File: config.mk
export PLATFORM = sky130hd
export DESIGN_NAME = spfc_ctrl
export DESIGN_NICKNAME = d
export VERILOG_FILES = /design/src/spfc_pkg.sv /design/src/spfc_ctrl.sv
export VERILOG_INCLUDE_DIRS = /design/src
export SDC_FILE = /design/constraint.sdc
export NUM_CORES = 2
export LEC_CHECK = 0
export BUFFER_PORTS_ARGS = -buffer_cell sky130_fd_sc_hd__buf_2
export CAP_MARGIN = 0
export CORE_ASPECT_RATIO = 1.2
export CORE_MARGIN = 5
export CORE_UTILIZATION = 30
export DETAILED_ROUTE_END_ITERATION = 10
export MAX_ROUTING_LAYER = met4
export PLACE_DENSITY_LB_ADDON = 0.05
export SLEW_MARGIN = 30
export SYNTH_ARGS = -nofsm -noshare
export SYNTH_HDL_FRONTEND = slang
export SYNTH_SLANG_ARGS = --single-unit
File: constraint.sdc
create_clock -name pclk -period 6.6 [get_ports pclk]
set_clock_uncertainty 0.05 [all_clocks]
set_input_delay 0 -clock pclk [delete_from_list [all_inputs] [get_ports pclk]]
set_output_delay 0 -clock pclk [all_outputs]
set_load 0.02 [all_outputs]
File: src/spfc_defines.svh
// Summary of operation
// ready interrupt requested while enable bit clear
// rww program sets busy flag, blocks section
// busy cleared by re-enable or buffer load
// signature read: load reads row, store ignored
// re-enable after completion, refused while busy
// re-enable during buffer fill discards buffer
// boot lock set from r0 via store
// load in window reads lock or fuse
// page write from buffer to z page
// page erase of z page
// processor stalled for no_read_while_write_section programming
// enable alone fills buffer word from r1:r0
// enable clears on store, timeout, or completion
// only permitted command patterns take effect
// software keeps one store outstanding
// lock byte six bits, unused read one
// lock bits return to one only by chip erase; the code also reloads them to ones on reset
// lock mode 2 blocks external programming, fuses
// lock mode 3 blocks programming and verify
// app modes 2 and 3 refuse stores
// app modes 3 and 4 refuse boot loads
// app modes 3 and 4 suppress interrupts
// software keeps pointer bit zero low
// boot field mirrors application protection modes
// programming time is a busy count
// refused accesses leave memory, no stall
`ifndef SPFC_DEFINES_SVH
`define SPFC_DEFINES_SVH

// register byte offsets
`define SPFC_OFS_CTRL_STATUS 12'h000
`define SPFC_OFS_LOCK_BYTE 12'h004
`define SPFC_OFS_CONFIG 12'h008

// control/status field positions
`define SPFC_BIT_IRQ_EN 7
`define SPFC_BIT_BUSY 6
`define SPFC_BIT_SIGNATURE_READ_BIT 5
`define SPFC_BIT_REEN 4
`define SPFC_BIT_BOOT_LOCK_SET_BIT 3
`define SPFC_BIT_PAGE_WRITE_BIT 2
`define SPFC_BIT_PAGE_ERASE_BIT 1
`define SPFC_BIT_SELF_PROGRAM_ENABLE 0

// permitted low five bit command patterns
`define SPFC_CMD_REEN 5'h11
`define SPFC_CMD_BOOT_LOCK_SET_BIT 5'h09
`define SPFC_CMD_PAGE_WRITE_BIT 5'h05
`define SPFC_CMD_PAGE_ERASE_BIT 5'h03
`define SPFC_CMD_FILL 5'h01

// config field positions
`define SPFC_BIT_CHIP_ERASE 0
`define SPFC_BIT_BOOTSZ_LO 1
`define SPFC_BIT_BOOTSZ_HI 2
`define SPFC_BIT_VEC_BOOT 3

// reset values
`define SPFC_LOCK_RESET 6'h3F
`define SPFC_BOOTSZ_RESET 2'h0

// arming windows in clock cycles
`define SPFC_STORE_WINDOW 3'h4
`define SPFC_LOAD_LAST 3'h2

// section limits in words
`define SPFC_NO_READ_WHILE_WRITE_SECTION_START 16'hF000

// timing
`define SPFC_CLK_MHZ 25
`define SPFC_PROG_TIME_US 4000

`endif

File: src/spfc_pkg.sv
`default_nettype none
package spfc_pkg;
    typedef enum logic [1:0] {
        SPFC_IDLE,
        SPFC_ARMED,
        SPFC_BUSY
    } spfc_state_e;

    typedef logic [16:0] spfc_zptr_t;
endpackage : spfc_pkg
`default_nettype wire

File: src/spfc_ctrl.sv
// Local design decisions: the APB register port and the address map.
`timescale 1ns/1ps
`default_nettype none
`include "spfc_defines.svh"

module spfc_ctrl #(
    parameter int PROG_TIME_US = `SPFC_PROG_TIME_US,
    parameter int PROG_CYCLES = PROG_TIME_US * `SPFC_CLK_MHZ
) (
    // clock and reset
    input wire logic pclk,
    input wire logic presetn,
    // apb slave
    input wire logic psel,
    input wire logic penable,
    input wire logic pwrite,
    input wire logic [11:0] paddr,
    input wire logic [31:0] pwdata,
    input wire logic [3:0] pstrb,
    output logic [31:0] prdata,
    output logic pready,
    output logic pslverr,
    // processor store/load instructions
    input wire logic spm_req,
    input wire logic lpm_req,
    input wire spfc_pkg::spfc_zptr_t zptr,
    input wire logic [7:0] r0,
    input wire logic [7:0] r1,
    input wire logic pc_in_boot,
    input wire logic global_irq_en,
    output logic spm_refused,
    output logic lpm_special,
    output logic lpm_refused,
    output logic [7:0] lpm_data,
    output logic cpu_stall,
    output logic ready_irq,
    output logic irq_suppress,
    output logic rww_blocked,
    // fuse and signature sources
    input wire logic [7:0] fuse_low,
    input wire logic [7:0] sig_byte,
    // flash array side
    output logic prog_start,
    output logic prog_erase,
    output logic [8:0] prog_page,
    output logic prog_done,
    input wire logic [6:0] buf_rd_addr,
    output logic [15:0] buf_rd_data,
    // lock protection state
    output logic ext_prog_block,
    output logic ext_verify_block,
    output logic fuse_locked,
    output logic boot_lock_locked
);
    import spfc_pkg::*;

    // ==========================================================
    // state
    // ==========================================================
    spfc_state_e state_q;
    logic [5:0] cmd_q;
    logic irq_en_q;
    logic busy_q;
    logic [2:0] win_q;
    logic [19:0] prog_cnt_q;
    logic [5:0] lock_q;
    logic [1:0] bootsz_q;
    logic vec_boot_q;
    logic stall_q;
    logic prog_write_q;
    logic [15:0] buf_mem [0:127];
    logic [127:0] buf_vld_q;

    // ==========================================================
    // apb decode
    // ==========================================================
    wire logic wr_en = psel & penable & pwrite & pstrb[0];
    // read data is loaded in the setup cycle so that it stands at the access edge
    wire logic rd_setup = psel & ~penable & ~pwrite;
    wire logic hit_cs = (paddr == `SPFC_OFS_CTRL_STATUS);
    wire logic hit_lock = (paddr == `SPFC_OFS_LOCK_BYTE);
    wire logic hit_cfg = (paddr == `SPFC_OFS_CONFIG);
    wire logic hit_any = hit_cs | hit_lock | hit_cfg;
    wire logic cs_wr = wr_en & hit_cs;
    wire logic lock_wr = wr_en & hit_lock;
    wire logic cfg_wr = wr_en & hit_cfg;
    wire logic chip_erase = cfg_wr & pwdata[`SPFC_BIT_CHIP_ERASE];

    wire logic [4:0] wr_low = pwdata[4:0];
    wire logic wr_signature_read_bit = pwdata[`SPFC_BIT_SIGNATURE_READ_BIT];
    wire logic pat_ok = (wr_low == `SPFC_CMD_REEN) | (wr_low == `SPFC_CMD_BOOT_LOCK_SET_BIT)
                      | (wr_low == `SPFC_CMD_PAGE_WRITE_BIT) | (wr_low == `SPFC_CMD_PAGE_ERASE_BIT)
                      | (wr_low == `SPFC_CMD_FILL);
    // signature read only rides on the plain enable pattern
    wire logic cmd_ok = pat_ok & (~wr_signature_read_bit | (wr_low == `SPFC_CMD_FILL));
    wire logic not_busy = (state_q != SPFC_BUSY);
    wire logic arm = cs_wr & cmd_ok & not_busy;
    // a re-enable write while the buffer holds data drops the fill
    wire logic fill_abort = arm & (wr_low == `SPFC_CMD_REEN) & (|buf_vld_q);

    wire logic [7:0] cs_val = {irq_en_q, busy_q, cmd_q};
    wire logic [7:0] lock_val = {2'b11, lock_q};
    wire logic [7:0] cfg_val = {4'h0, vec_boot_q, bootsz_q, 1'b0};
    wire logic [7:0] rd_byte = hit_cs ? cs_val : hit_lock ? lock_val : hit_cfg ? cfg_val : 8'h00;

    assign pready = 1'b1;
    assign pslverr = psel & penable & ~hit_any;

    // ==========================================================
    // section and protection decode
    // ==========================================================
    wire logic [15:0] word_addr = zptr[16:1];
    wire logic [8:0] z_page = zptr[16:8];
    wire logic [6:0] z_word = zptr[7:1];
    logic [15:0] boot_start;
    always_comb begin
        case (bootsz_q)
            2'h3: boot_start = 16'hFE00;
            2'h2: boot_start = 16'hFC00;
            2'h1: boot_start = 16'hF800;
            default: boot_start = 16'hF000;
        endcase
    end
    wire logic tgt_boot = (word_addr >= boot_start);
    wire logic tgt_rww = (word_addr < `SPFC_NO_READ_WHILE_WRITE_SECTION_START);

    wire logic mem_lo = lock_q[0];
    wire logic mem_hi = lock_q[1];
    wire logic app_lo = lock_q[2];
    wire logic app_hi = lock_q[3];
    wire logic boot_lo = lock_q[4];
    wire logic boot_hi = lock_q[5];

    // store writes refused in modes 2 and 3 (low bit programmed)
    wire logic spm_blocked = tgt_boot ? ~boot_lo : ~app_lo;
    // cross-section loads refused in modes 3 and 4 (high bit programmed)
    wire logic lpm_blocked = (~tgt_boot & pc_in_boot & ~app_hi)
                           | (tgt_boot & ~pc_in_boot & ~boot_hi)
                           | (tgt_rww & busy_q);

    assign irq_suppress = (~app_hi & vec_boot_q & ~pc_in_boot)
                        | (~boot_hi & ~vec_boot_q & pc_in_boot);
    assign ext_prog_block = ~mem_lo;
    assign fuse_locked = ~mem_lo;
    assign ext_verify_block = ~mem_lo & ~mem_hi;
    assign boot_lock_locked = ~mem_lo & ~mem_hi;

    assign ready_irq = irq_en_q & global_irq_en & ~cmd_q[`SPFC_BIT_SELF_PROGRAM_ENABLE];
    assign rww_blocked = busy_q;
    assign cpu_stall = stall_q;

    // ==========================================================
    // store execution decode
    // ==========================================================
    wire logic spm_go = spm_req & (state_q == SPFC_ARMED);
    wire logic is_sig = cmd_q[`SPFC_BIT_SIGNATURE_READ_BIT];
    wire logic is_prog = ~is_sig & (cmd_q[`SPFC_BIT_PAGE_WRITE_BIT] | cmd_q[`SPFC_BIT_PAGE_ERASE_BIT]);
    wire logic is_blb = ~is_sig & cmd_q[`SPFC_BIT_BOOT_LOCK_SET_BIT];
    wire logic is_reen = ~is_sig & cmd_q[`SPFC_BIT_REEN];
    wire logic is_fill = (cmd_q[4:0] == `SPFC_CMD_FILL) & ~is_sig;
    wire logic prog_go = spm_go & is_prog & ~spm_blocked;
    wire logic prog_ref = spm_go & is_prog & spm_blocked;
    wire logic fill_go = spm_go & is_fill;
    wire logic blb_go = spm_go & is_blb;
    wire logic reen_go = spm_go & is_reen;
    wire logic win_end = (state_q == SPFC_ARMED) & ~spm_req & (win_q == 3'h1);
    wire logic prog_end = (state_q == SPFC_BUSY) & (prog_cnt_q == 20'h0);
    wire logic lpm_win = (state_q == SPFC_ARMED) & (win_q >= `SPFC_LOAD_LAST);
    wire logic lpm_sig = lpm_req & lpm_win & is_sig;
    wire logic lpm_fuse = lpm_req & lpm_win & is_blb;

    // ==========================================================
    // sequencer
    // ==========================================================
    always_ff @(posedge pclk or negedge presetn) begin
        if (!presetn) begin
            state_q <= SPFC_IDLE;
            cmd_q <= 6'h00;
            win_q <= 3'h0;
            prog_cnt_q <= 20'h0;
            stall_q <= 1'b0;
            prog_write_q <= 1'b0;
        end else begin
            case (state_q)
                SPFC_IDLE: begin
                    if (arm) begin
                        state_q <= SPFC_ARMED;
                        cmd_q <= {wr_signature_read_bit, wr_low};
                        win_q <= `SPFC_STORE_WINDOW;
                    end
                end
                SPFC_ARMED: begin
                    if (prog_go) begin
                        state_q <= SPFC_BUSY;
                        prog_cnt_q <= 20'(PROG_CYCLES - 1);
                        stall_q <= ~tgt_rww;
                        prog_write_q <= cmd_q[`SPFC_BIT_PAGE_WRITE_BIT];
                    end else if (spm_go | win_end) begin
                        state_q <= SPFC_IDLE;
                        cmd_q <= 6'h00;
                    end else if (arm) begin
                        cmd_q <= {wr_signature_read_bit, wr_low};
                        win_q <= `SPFC_STORE_WINDOW;
                    end else begin
                        win_q <= win_q - 3'h1;
                    end
                end
                SPFC_BUSY: begin
                    if (prog_end) begin
                        state_q <= SPFC_IDLE;
                        cmd_q <= 6'h00;
                        stall_q <= 1'b0;
                    end else begin
                        prog_cnt_q <= prog_cnt_q - 20'h1;
                    end
                end
                default: begin
                    state_q <= SPFC_IDLE;
                    cmd_q <= 6'h00;
                end
            endcase
        end
    end

    // ==========================================================
    // busy flag, interrupt enable, configuration
    // ==========================================================
    always_ff @(posedge pclk or negedge presetn) begin
        if (!presetn) begin
            busy_q <= 1'b0;
        end else if (prog_go & tgt_rww) begin
            busy_q <= 1'b1;
        end else if (reen_go | fill_go) begin
            busy_q <= 1'b0;
        end
    end

    always_ff @(posedge pclk or negedge presetn) begin
        if (!presetn) begin
            irq_en_q <= 1'b0;
            bootsz_q <= `SPFC_BOOTSZ_RESET;
            vec_boot_q <= 1'b0;
        end else begin
            if (cs_wr) begin
                irq_en_q <= pwdata[`SPFC_BIT_IRQ_EN];
            end
            if (cfg_wr) begin
                bootsz_q <= pwdata[`SPFC_BIT_BOOTSZ_HI:`SPFC_BIT_BOOTSZ_LO];
                vec_boot_q <= pwdata[`SPFC_BIT_VEC_BOOT];
            end
        end
    end

    // ==========================================================
    // lock byte: bits only program to zero, erase restores ones
    // ==========================================================
    always_ff @(posedge pclk or negedge presetn) begin
        if (!presetn) begin
            lock_q <= `SPFC_LOCK_RESET;
        end else if (chip_erase) begin
            lock_q <= `SPFC_LOCK_RESET;
        end else if (blb_go) begin
            lock_q <= lock_q & {r0[5:2], 2'b11};
        end else if (lock_wr) begin
            lock_q <= lock_q & pwdata[5:0];
        end
    end

    // ==========================================================
    // temporary page buffer
    // ==========================================================
    always_ff @(posedge pclk) begin
        if (fill_go) begin
            buf_mem[z_word] <= {r1, r0};
        end
    end

    always_ff @(posedge pclk or negedge presetn) begin
        if (!presetn) begin
            buf_vld_q <= 128'h0;
        end else if (fill_abort | (prog_end & prog_write_q)) begin
            buf_vld_q <= 128'h0;
        end else if (fill_go) begin
            buf_vld_q[z_word] <= 1'b1;
        end
    end

    always_ff @(posedge pclk or negedge presetn) begin
        if (!presetn) begin
            buf_rd_data <= 16'hFFFF;
        end else begin
            buf_rd_data <= buf_vld_q[buf_rd_addr] ? buf_mem[buf_rd_addr] : 16'hFFFF;
        end
    end

    // ==========================================================
    // registered outputs
    // ==========================================================
    always_ff @(posedge pclk or negedge presetn) begin
        if (!presetn) begin
            prdata <= 32'h0;
            lpm_data <= 8'h00;
            lpm_special <= 1'b0;
            lpm_refused <= 1'b0;
            spm_refused <= 1'b0;
            prog_start <= 1'b0;
            prog_erase <= 1'b0;
            prog_page <= 9'h000;
            prog_done <= 1'b0;
        end else begin
            prdata <= rd_setup ? {24'h0, rd_byte} : 32'h0;
            lpm_special <= lpm_sig | lpm_fuse;
            lpm_refused <= lpm_req & ~(lpm_sig | lpm_fuse) & lpm_blocked;
            spm_refused <= prog_ref;
            prog_start <= prog_go;
            prog_done <= prog_end;
            if (lpm_sig) begin
                lpm_data <= sig_byte;
            end else if (lpm_fuse) begin
                lpm_data <= zptr[0] ? fuse_low : lock_val;
            end
            if (prog_go) begin
                prog_erase <= cmd_q[`SPFC_BIT_PAGE_ERASE_BIT];
                prog_page <= z_page;
            end
        end
    end
endmodule : spfc_ctrl
`default_nettype wire

; ---- Word-level counts from Yosys, hierarchy flattened
; Memories as Yosys holds them, arrays and structs flattened.
; Cells that the tools add are included.
; W data, S select, Z words.
[word_totals]
output_inout_bits = 81
memories = 1
input_bits = 113
register_bits = 219
ramBits = 2048
[op_classes]
add_sub_neg = 2
magnitude_cmp = 6
mux = 44
bitwise_logic = 86
n_reduce_logical = 17
n_eq_ne = 22
[memory_table]
columns = memory, depth, width, read_ports, rd_clocked_by_memory_dff, write_ports, line
row1 = buf_mem, 128, 16, 1, 0, 1, spfc_ctrl.sv:71  ; logic [15:0] buf_mem [0:127];
[ops]
columns = op, n
row1 = $mux W128, 2
row2 = $or A128 B128 Y128, 1
row3 = $reduce_or A128 Y1, 1
row4 = $and A1 B1 Y1, 49
row5 = $mux W8, 6
row6 = $mux W6, 7
row7 = $mux W20, 2
row8 = $pmux W20 S2, 1
row9 = $pmux W12 S3, 1
row10 = $logic_not A20 Y1, 1
row11 = $sub A20 B1 Y20 const B, 1
row12 = $not A1 Y1, 19
row13 = $pmux W6 S3, 1
row14 = $ge A16 B16 Y1, 1
row15 = $lt A16 B16 Y1 const B, 1
row16 = $lt A7 B8 Y1 const B, 2
row17 = $mux W16, 1
row18 = $or A1 B1 Y1, 15
row19 = $ne A2 B2 Y1 const B, 7
row20 = $and A6 B6 Y6, 2
row21 = $eq A12 B3 Y1 const B, 1
row22 = $eq A12 B4 Y1 const B, 1
row23 = $logic_not A12 Y1, 1
row24 = $mux W3, 4
row25 = 27 further kinds, 49

; ---- Depth between registers and ports, before layout
[logic_depth]
depth_word = 12
depth_mapped = 12
ltp_nobuf = 9

; ---- Worst setup path after synthesis
; No wires, ideal clock.
[synth_timing]
kind = reg-to-reg
from = register state_q[1]
to = memory buf_mem[104][0] (enable)
path_buffers = 0
path_stages_with_launch = 6
arrival_time_ns = 2.413
setup_time_ns = 0.390
period_less_slack_ns = 2.853
setup_slack_ns = 3.747
cell_sequence = dfrtp_1 > and4bb_1 > nand4_1 > nor3b_2 > nand3_1 > nor2_1
[synth_via]
elab_chain_cells = 5
[synth_rtl]
columns = item, line
row1 = "start, declared", spfc_ctrl.sv:60  ; spfc_state_e state_q;
row2 = "start signal, assigned", spfc_ctrl.sv:177  ; state_q <= SPFC_IDLE;
row3 = "start signal, assigned", spfc_ctrl.sv:187  ; state_q <= SPFC_ARMED;
row4 = "start signal, assigned", spfc_ctrl.sv:194  ; state_q <= SPFC_BUSY;
row5 = $eq A2 B1 Y1, spfc_ctrl.sv:155  ; wire logic spm_go = spm_req & (state_q == SPFC_ARMED);
row6 = $and A1 B1 Y1, spfc_ctrl.sv:155
row7 = $and A1 B1 Y1, spfc_ctrl.sv:163  ; wire logic fill_go = spm_go & is_fill;
row8 = $mux W1, spfc_ctrl.sv:273  ; if (fill_go) begin
row9 = $mux W1 (not written as such), spfc_ctrl.sv:274  ; buf_mem[z_word] <= {r1, r0};
row10 = "end, declared", spfc_ctrl.sv:71
; Every way passes these cells.

; ---- Worst setup path in the final report
[layout_timing]
from = register state_q[0]
to = memory buf_mem[122][11] (enable)
; Same word-level chain as after synthesis.

==> results.txt <==
- Routed via count divided by cell count: 5.06
- Starting utilization of the core area: 0.301
* Register-to-register setup slack: 2.37 ns
* Clock Path Buffers: 4
- Sequence of cells on the critical path: and4bb_1, and4_1, and3_1, nand3_1, nor2_4
- F_max: 237 MHz
- Lkg Pwr: 34.6 nW
- Buffers added to address setup during post-CTS repair amount to 0.
- Quantity of gates resized following cts: 0
- Of the total power, registers draw 0.500.
* Clock share of power: 0.445
* Number of rows in the core area: 220
* Cell at the slowest stage of the critical path: sky130_fd_sc_hd__nor2_4
- Die X-Extent: 510 um
- Crit end category: register
- The later pin in the worst-skew pair is clocked with a latency of 0.89 ns.
- Yosys mapped a number of flops with a built-in enable equal to 2048.
* Total number of yosys warnings: 0
- After detailed routing, the average wire length per cell comes to 32.7 um.
- Critical Path Source Type: register
* Number of primary I/O pins: 194
- Data on the critical path arrives at its endpoint at 4.67 ns.
* Final wirelength: 300 mm
* Final number of hold-violating endpoints: 0
- The analysis attributes to net switching a power of 0.00700 W.
- The final count of pins violating max slew is 0.
- Hold crit path type: in -> reg
- Placed cell count: 8558
* Flop and latch count out of synthesis: 2267
- Share of the yosys chip area belonging to registers: 0.745
- Fraction of final layout cells with drive strength greater than 1: 0.279
* Result of the run: complete, no violations
* Slew at the pin closest to its max-slew limit: 1.04 ns
- After detailed routing, the number of remaining DRC violations is 0.
- The detailed router finished its first iteration with 3859 violations.
- After clock tree synthesis, the clock-pin slew on the worst setup and hold paths is 0.06 ns.
* Final Instance Count excl. Fillers: 9159
- Of the total power, combinational logic draws 0.055.
* Most frequently used flop master after synthesis: sky130_fd_sc_hd__edfxtp_1
- Count of cell types in the netlist: 91
- Setup violations remaining at the end of the flow were counted as 0.
* Cell count after synthesis: 4486
* Number of hold buffers added after cts: 142
- Global route total overflow: 0
* Count of vias placed by the detailed router: 46372
* Util after Layout: 0.354
- Count of filler cells inserted in the layout: 28035
- Pwr/cell area: 297 mW/mm2
* Commonest cells in the netlist: 2048 x sky130_fd_sc_hd__edfxtp_1, 513 x sky130_fd_sc_hd__mux4_2, 315 x sky130_fd_sc_hd__nor2_1
- The initial antenna violation count came to 24.
- Sum Neg Setup Slack: 0 ns
- Remaining number of nets flagged by the antenna check after routing: 0
* Number of global-route vias before repair: 48160
- During placement, the flow inserted port buffers numbering 140.
* Combined global-route utilization of all metal layers: 0.196
- Before CTS, the worst setup slack after placement is 2.32 ns.
* Crit Path Category: reg -> reg
- Placer's final routability congestion estimate: 0.767
* Number of H-tree levels: 4
* Largest area contributor in the synthesized netlist: sky130_fd_sc_hd__edfxtp_1
* First-pass DRT Iterations: 5
* Time the worst path needs with I/O delays and setup: 4.23 ns
* Max-Slew Margin vs Limit: 0.300
- On the worst path, the slowest cell contributes a delay of 0.91 ns.
* Post-layout worst setup margin: 2.37 ns
- Number of clock buffers inserted by TritonCTS: 245
- Avg Cell Area, Syn: 20.0 um2
* Number of max-capacitance violations reported: 0
* Share of Yosys cell area claimed by the top area cell type: 0.684
* Area overhead of the layout relative to synthesis: 17.7%
- Entering global routing, the biggest net connects 129 pins.
* Full die area: 0.311 mm2
* Share of async-settable or async-resettable flops after synthesis: 0.0966
- Post-Synthesis Cell Area: 0.0899 mm2
* Switching Share: 0.223
* CTS tree: built
- Core area: 0.299 mm2
- CTS saw 2267 sinks.
- Power Internal: 0.0244 W
- Total design power: 0.0314 W
- In this run the clock root is driven by a sky130_fd_sc_hd__clkbuf_16.
* DP Wirelength: 184 mm
- Yosys instantiated no cell more often than sky130_fd_sc_hd__edfxtp_1.
- Worst Path Max Fanout: 16
* Final worst path period share: 0.640
* Required time of the critical path: 7.05 ns
* Setup repair after global routing missed its margin: false
- VDD sags by at most 208 uV.
- The first global-routing pass estimated 414 mm of wire.
- Synth top area cells: sky130_fd_sc_hd__edfxtp_1 68%, sky130_fd_sc_hd__mux4_2 13%, sky130_fd_sc_hd__dfrtp_1 5.5%
- Die outline height: 610 um
- After the last flow step, the layout net total stands at 5073.
==> final timing paths <==
kind,startpoint,endpoint,depth (start not counted)
max,state_q[0]$_DFFE_PN0P_,buf_mem[122][11]$_DFFE_PP_,5
min in group asynchronous,presetn,lock_q[4]$_DFFE_PN1P_,3
max reg2reg,state_q[0]$_DFFE_PN0P_,buf_mem[122][11]$_DFFE_PP_,5
max in group asynchronous,presetn,buf_vld_q[100]$_DFFE_PN0P_,4
min,r0[3],buf_mem[122][3]$_DFFE_PP_,2
min reg2reg,cpu_stall$_DFFE_PN0P_,cpu_stall$_DFFE_PN0P_,1
==> power groups by stage <==
stage          clock, W  sequential [W]  combinational, W
2_1_floorplan         0          0.0160          0.000783
3_3_place_gp          0          0.0160           0.00169
3_5_place_dp          0          0.0160           0.00170
4_1_cts          0.0144          0.0157           0.00176
5_1_grt          0.0149          0.0157           0.00180
6_report         0.0140          0.0157           0.00172
==> routing by layer <==
| metal | global-route usage | part of all wire | up-vias |
|---|---|---|---|
| met5 | - | 0 | - |
| met3 | 0.0236 | 0.041 | 336 |
| met4 | 0.0394 | 0.021 | 0 |
| met1 | 0.267 | 0.45 | 25442 |
| li1 | - | - | 19459 |
| met2 | 0.319 | 0.49 | 1135 |
==> flip-flops by register name (all words and copies together), names as in the netlist, 2 cells and up <==
register and count:
cmd_q 6, bootsz_q 2, buf_vld_q 128, prdata 8, win_q 3, buf_mem 2048
prog_page 9, buf_rd_data 16, state_q 2, lpm_data 8, prog_cnt_q 20, lock_q 6
==> stage by stage <==
step	cell area (um2)	hold slack, ns
6_report	106000	0.0561
5_1_grt	106000	0.00100
4_1_cts	106000	0.00907
3_5_place_dp	96300	0.0532
3_3_place_gp	96000	0.0426
2_1_floorplan	90000	-0.346
==> cells in the final DEF, fill, tap and decap left out, types with 16 or more instances in the layout <==
cell	count
sky130_fd_sc_hd__a21oi_1	127
sky130_fd_sc_hd__edfxtp_1	2048
sky130_fd_sc_hd__o22ai_1	25
sky130_fd_sc_hd__a221oi_1	49
sky130_fd_sc_hd__nor2_2	80
sky130_fd_sc_hd__mux2i_1	172
sky130_fd_sc_hd__dfrtp_1	197
sky130_fd_sc_hd__inv_1	21
sky130_fd_sc_hd__buf_2	119
sky130_fd_sc_hd__buf_4	188
sky130_fd_sc_hd__nand3_1	41
sky130_fd_sc_hd__clkbuf_1	47
sky130_fd_sc_hd__nor2_1	186
sky130_fd_sc_hd__a31oi_1	32
sky130_fd_sc_hd__a22oi_1	28
sky130_fd_sc_hd__o21ai_0	60
sky130_fd_sc_hd__bufinv_16	32
sky130_fd_sc_hd__mux4_2	513
sky130_fd_sc_hd__conb_1	25
sky130_fd_sc_hd__nor2_4	50
sky130_fd_sc_hd__nor3_1	27
sky130_fd_sc_hd__dfstp_2	22
sky130_fd_sc_hd__clkbuf_16	247
sky130_fd_sc_hd__clkinv_2	50
sky130_fd_sc_hd__dlygate4sd3_1	141
sky130_fd_sc_hd__o21ba_2	16
sky130_fd_sc_hd__nor4_1	43
sky130_fd_sc_hd__clkinv_1	57
sky130_fd_sc_hd__nand2_1	148
sky130_fd_sc_hd__mux4_1	32
sky130_fd_sc_hd__nand4_1	21
sky130_fd_sc_hd__mux2_2	30
==> cell type report <==
cell class	count	area (um2)	share of cell area
Antenna cell	6	15.0	0.000142
Clock buffer	304	6490	0.0614
Clock inverter	147	1510	0.0142
Inverter	25	105	0.000993
Multi-Input combinational cell	1935	21700	0.205
Sequential cell	2267	67000	0.633
Tap cell	3996	5000	0.0472
Timing Repair Buffer	479	3960	0.0374
==> critical path: cells and delay by family, from the launching register on <==
kind	cells	cell delay, ns
AND/OR/NAND/NOR	5	3.22
flip-flops	1	0.52
==> cells by family (layout without fill, tap and decap cells) <==
family | after synthesis | after routing | synth area share
flip-flops | 2267 | 2267 | 0.745
multiplexers | 747 | 747 | 0.161
AND/OR/NAND/NOR | 692 | 692 | 0.0355
AO/OA/AOI/OAI | 449 | 449 | 0.0342
buffers and inverters | 307 | 955 | 0.0215
XOR/XNOR | 14 | 14 | 0.00136
adder cells (fa/ha/maj) | 8 | 8 | 0.00109
other | 2 | 31 | 0.0000836
Note: power is estimated with default switching activity, not from simulation.
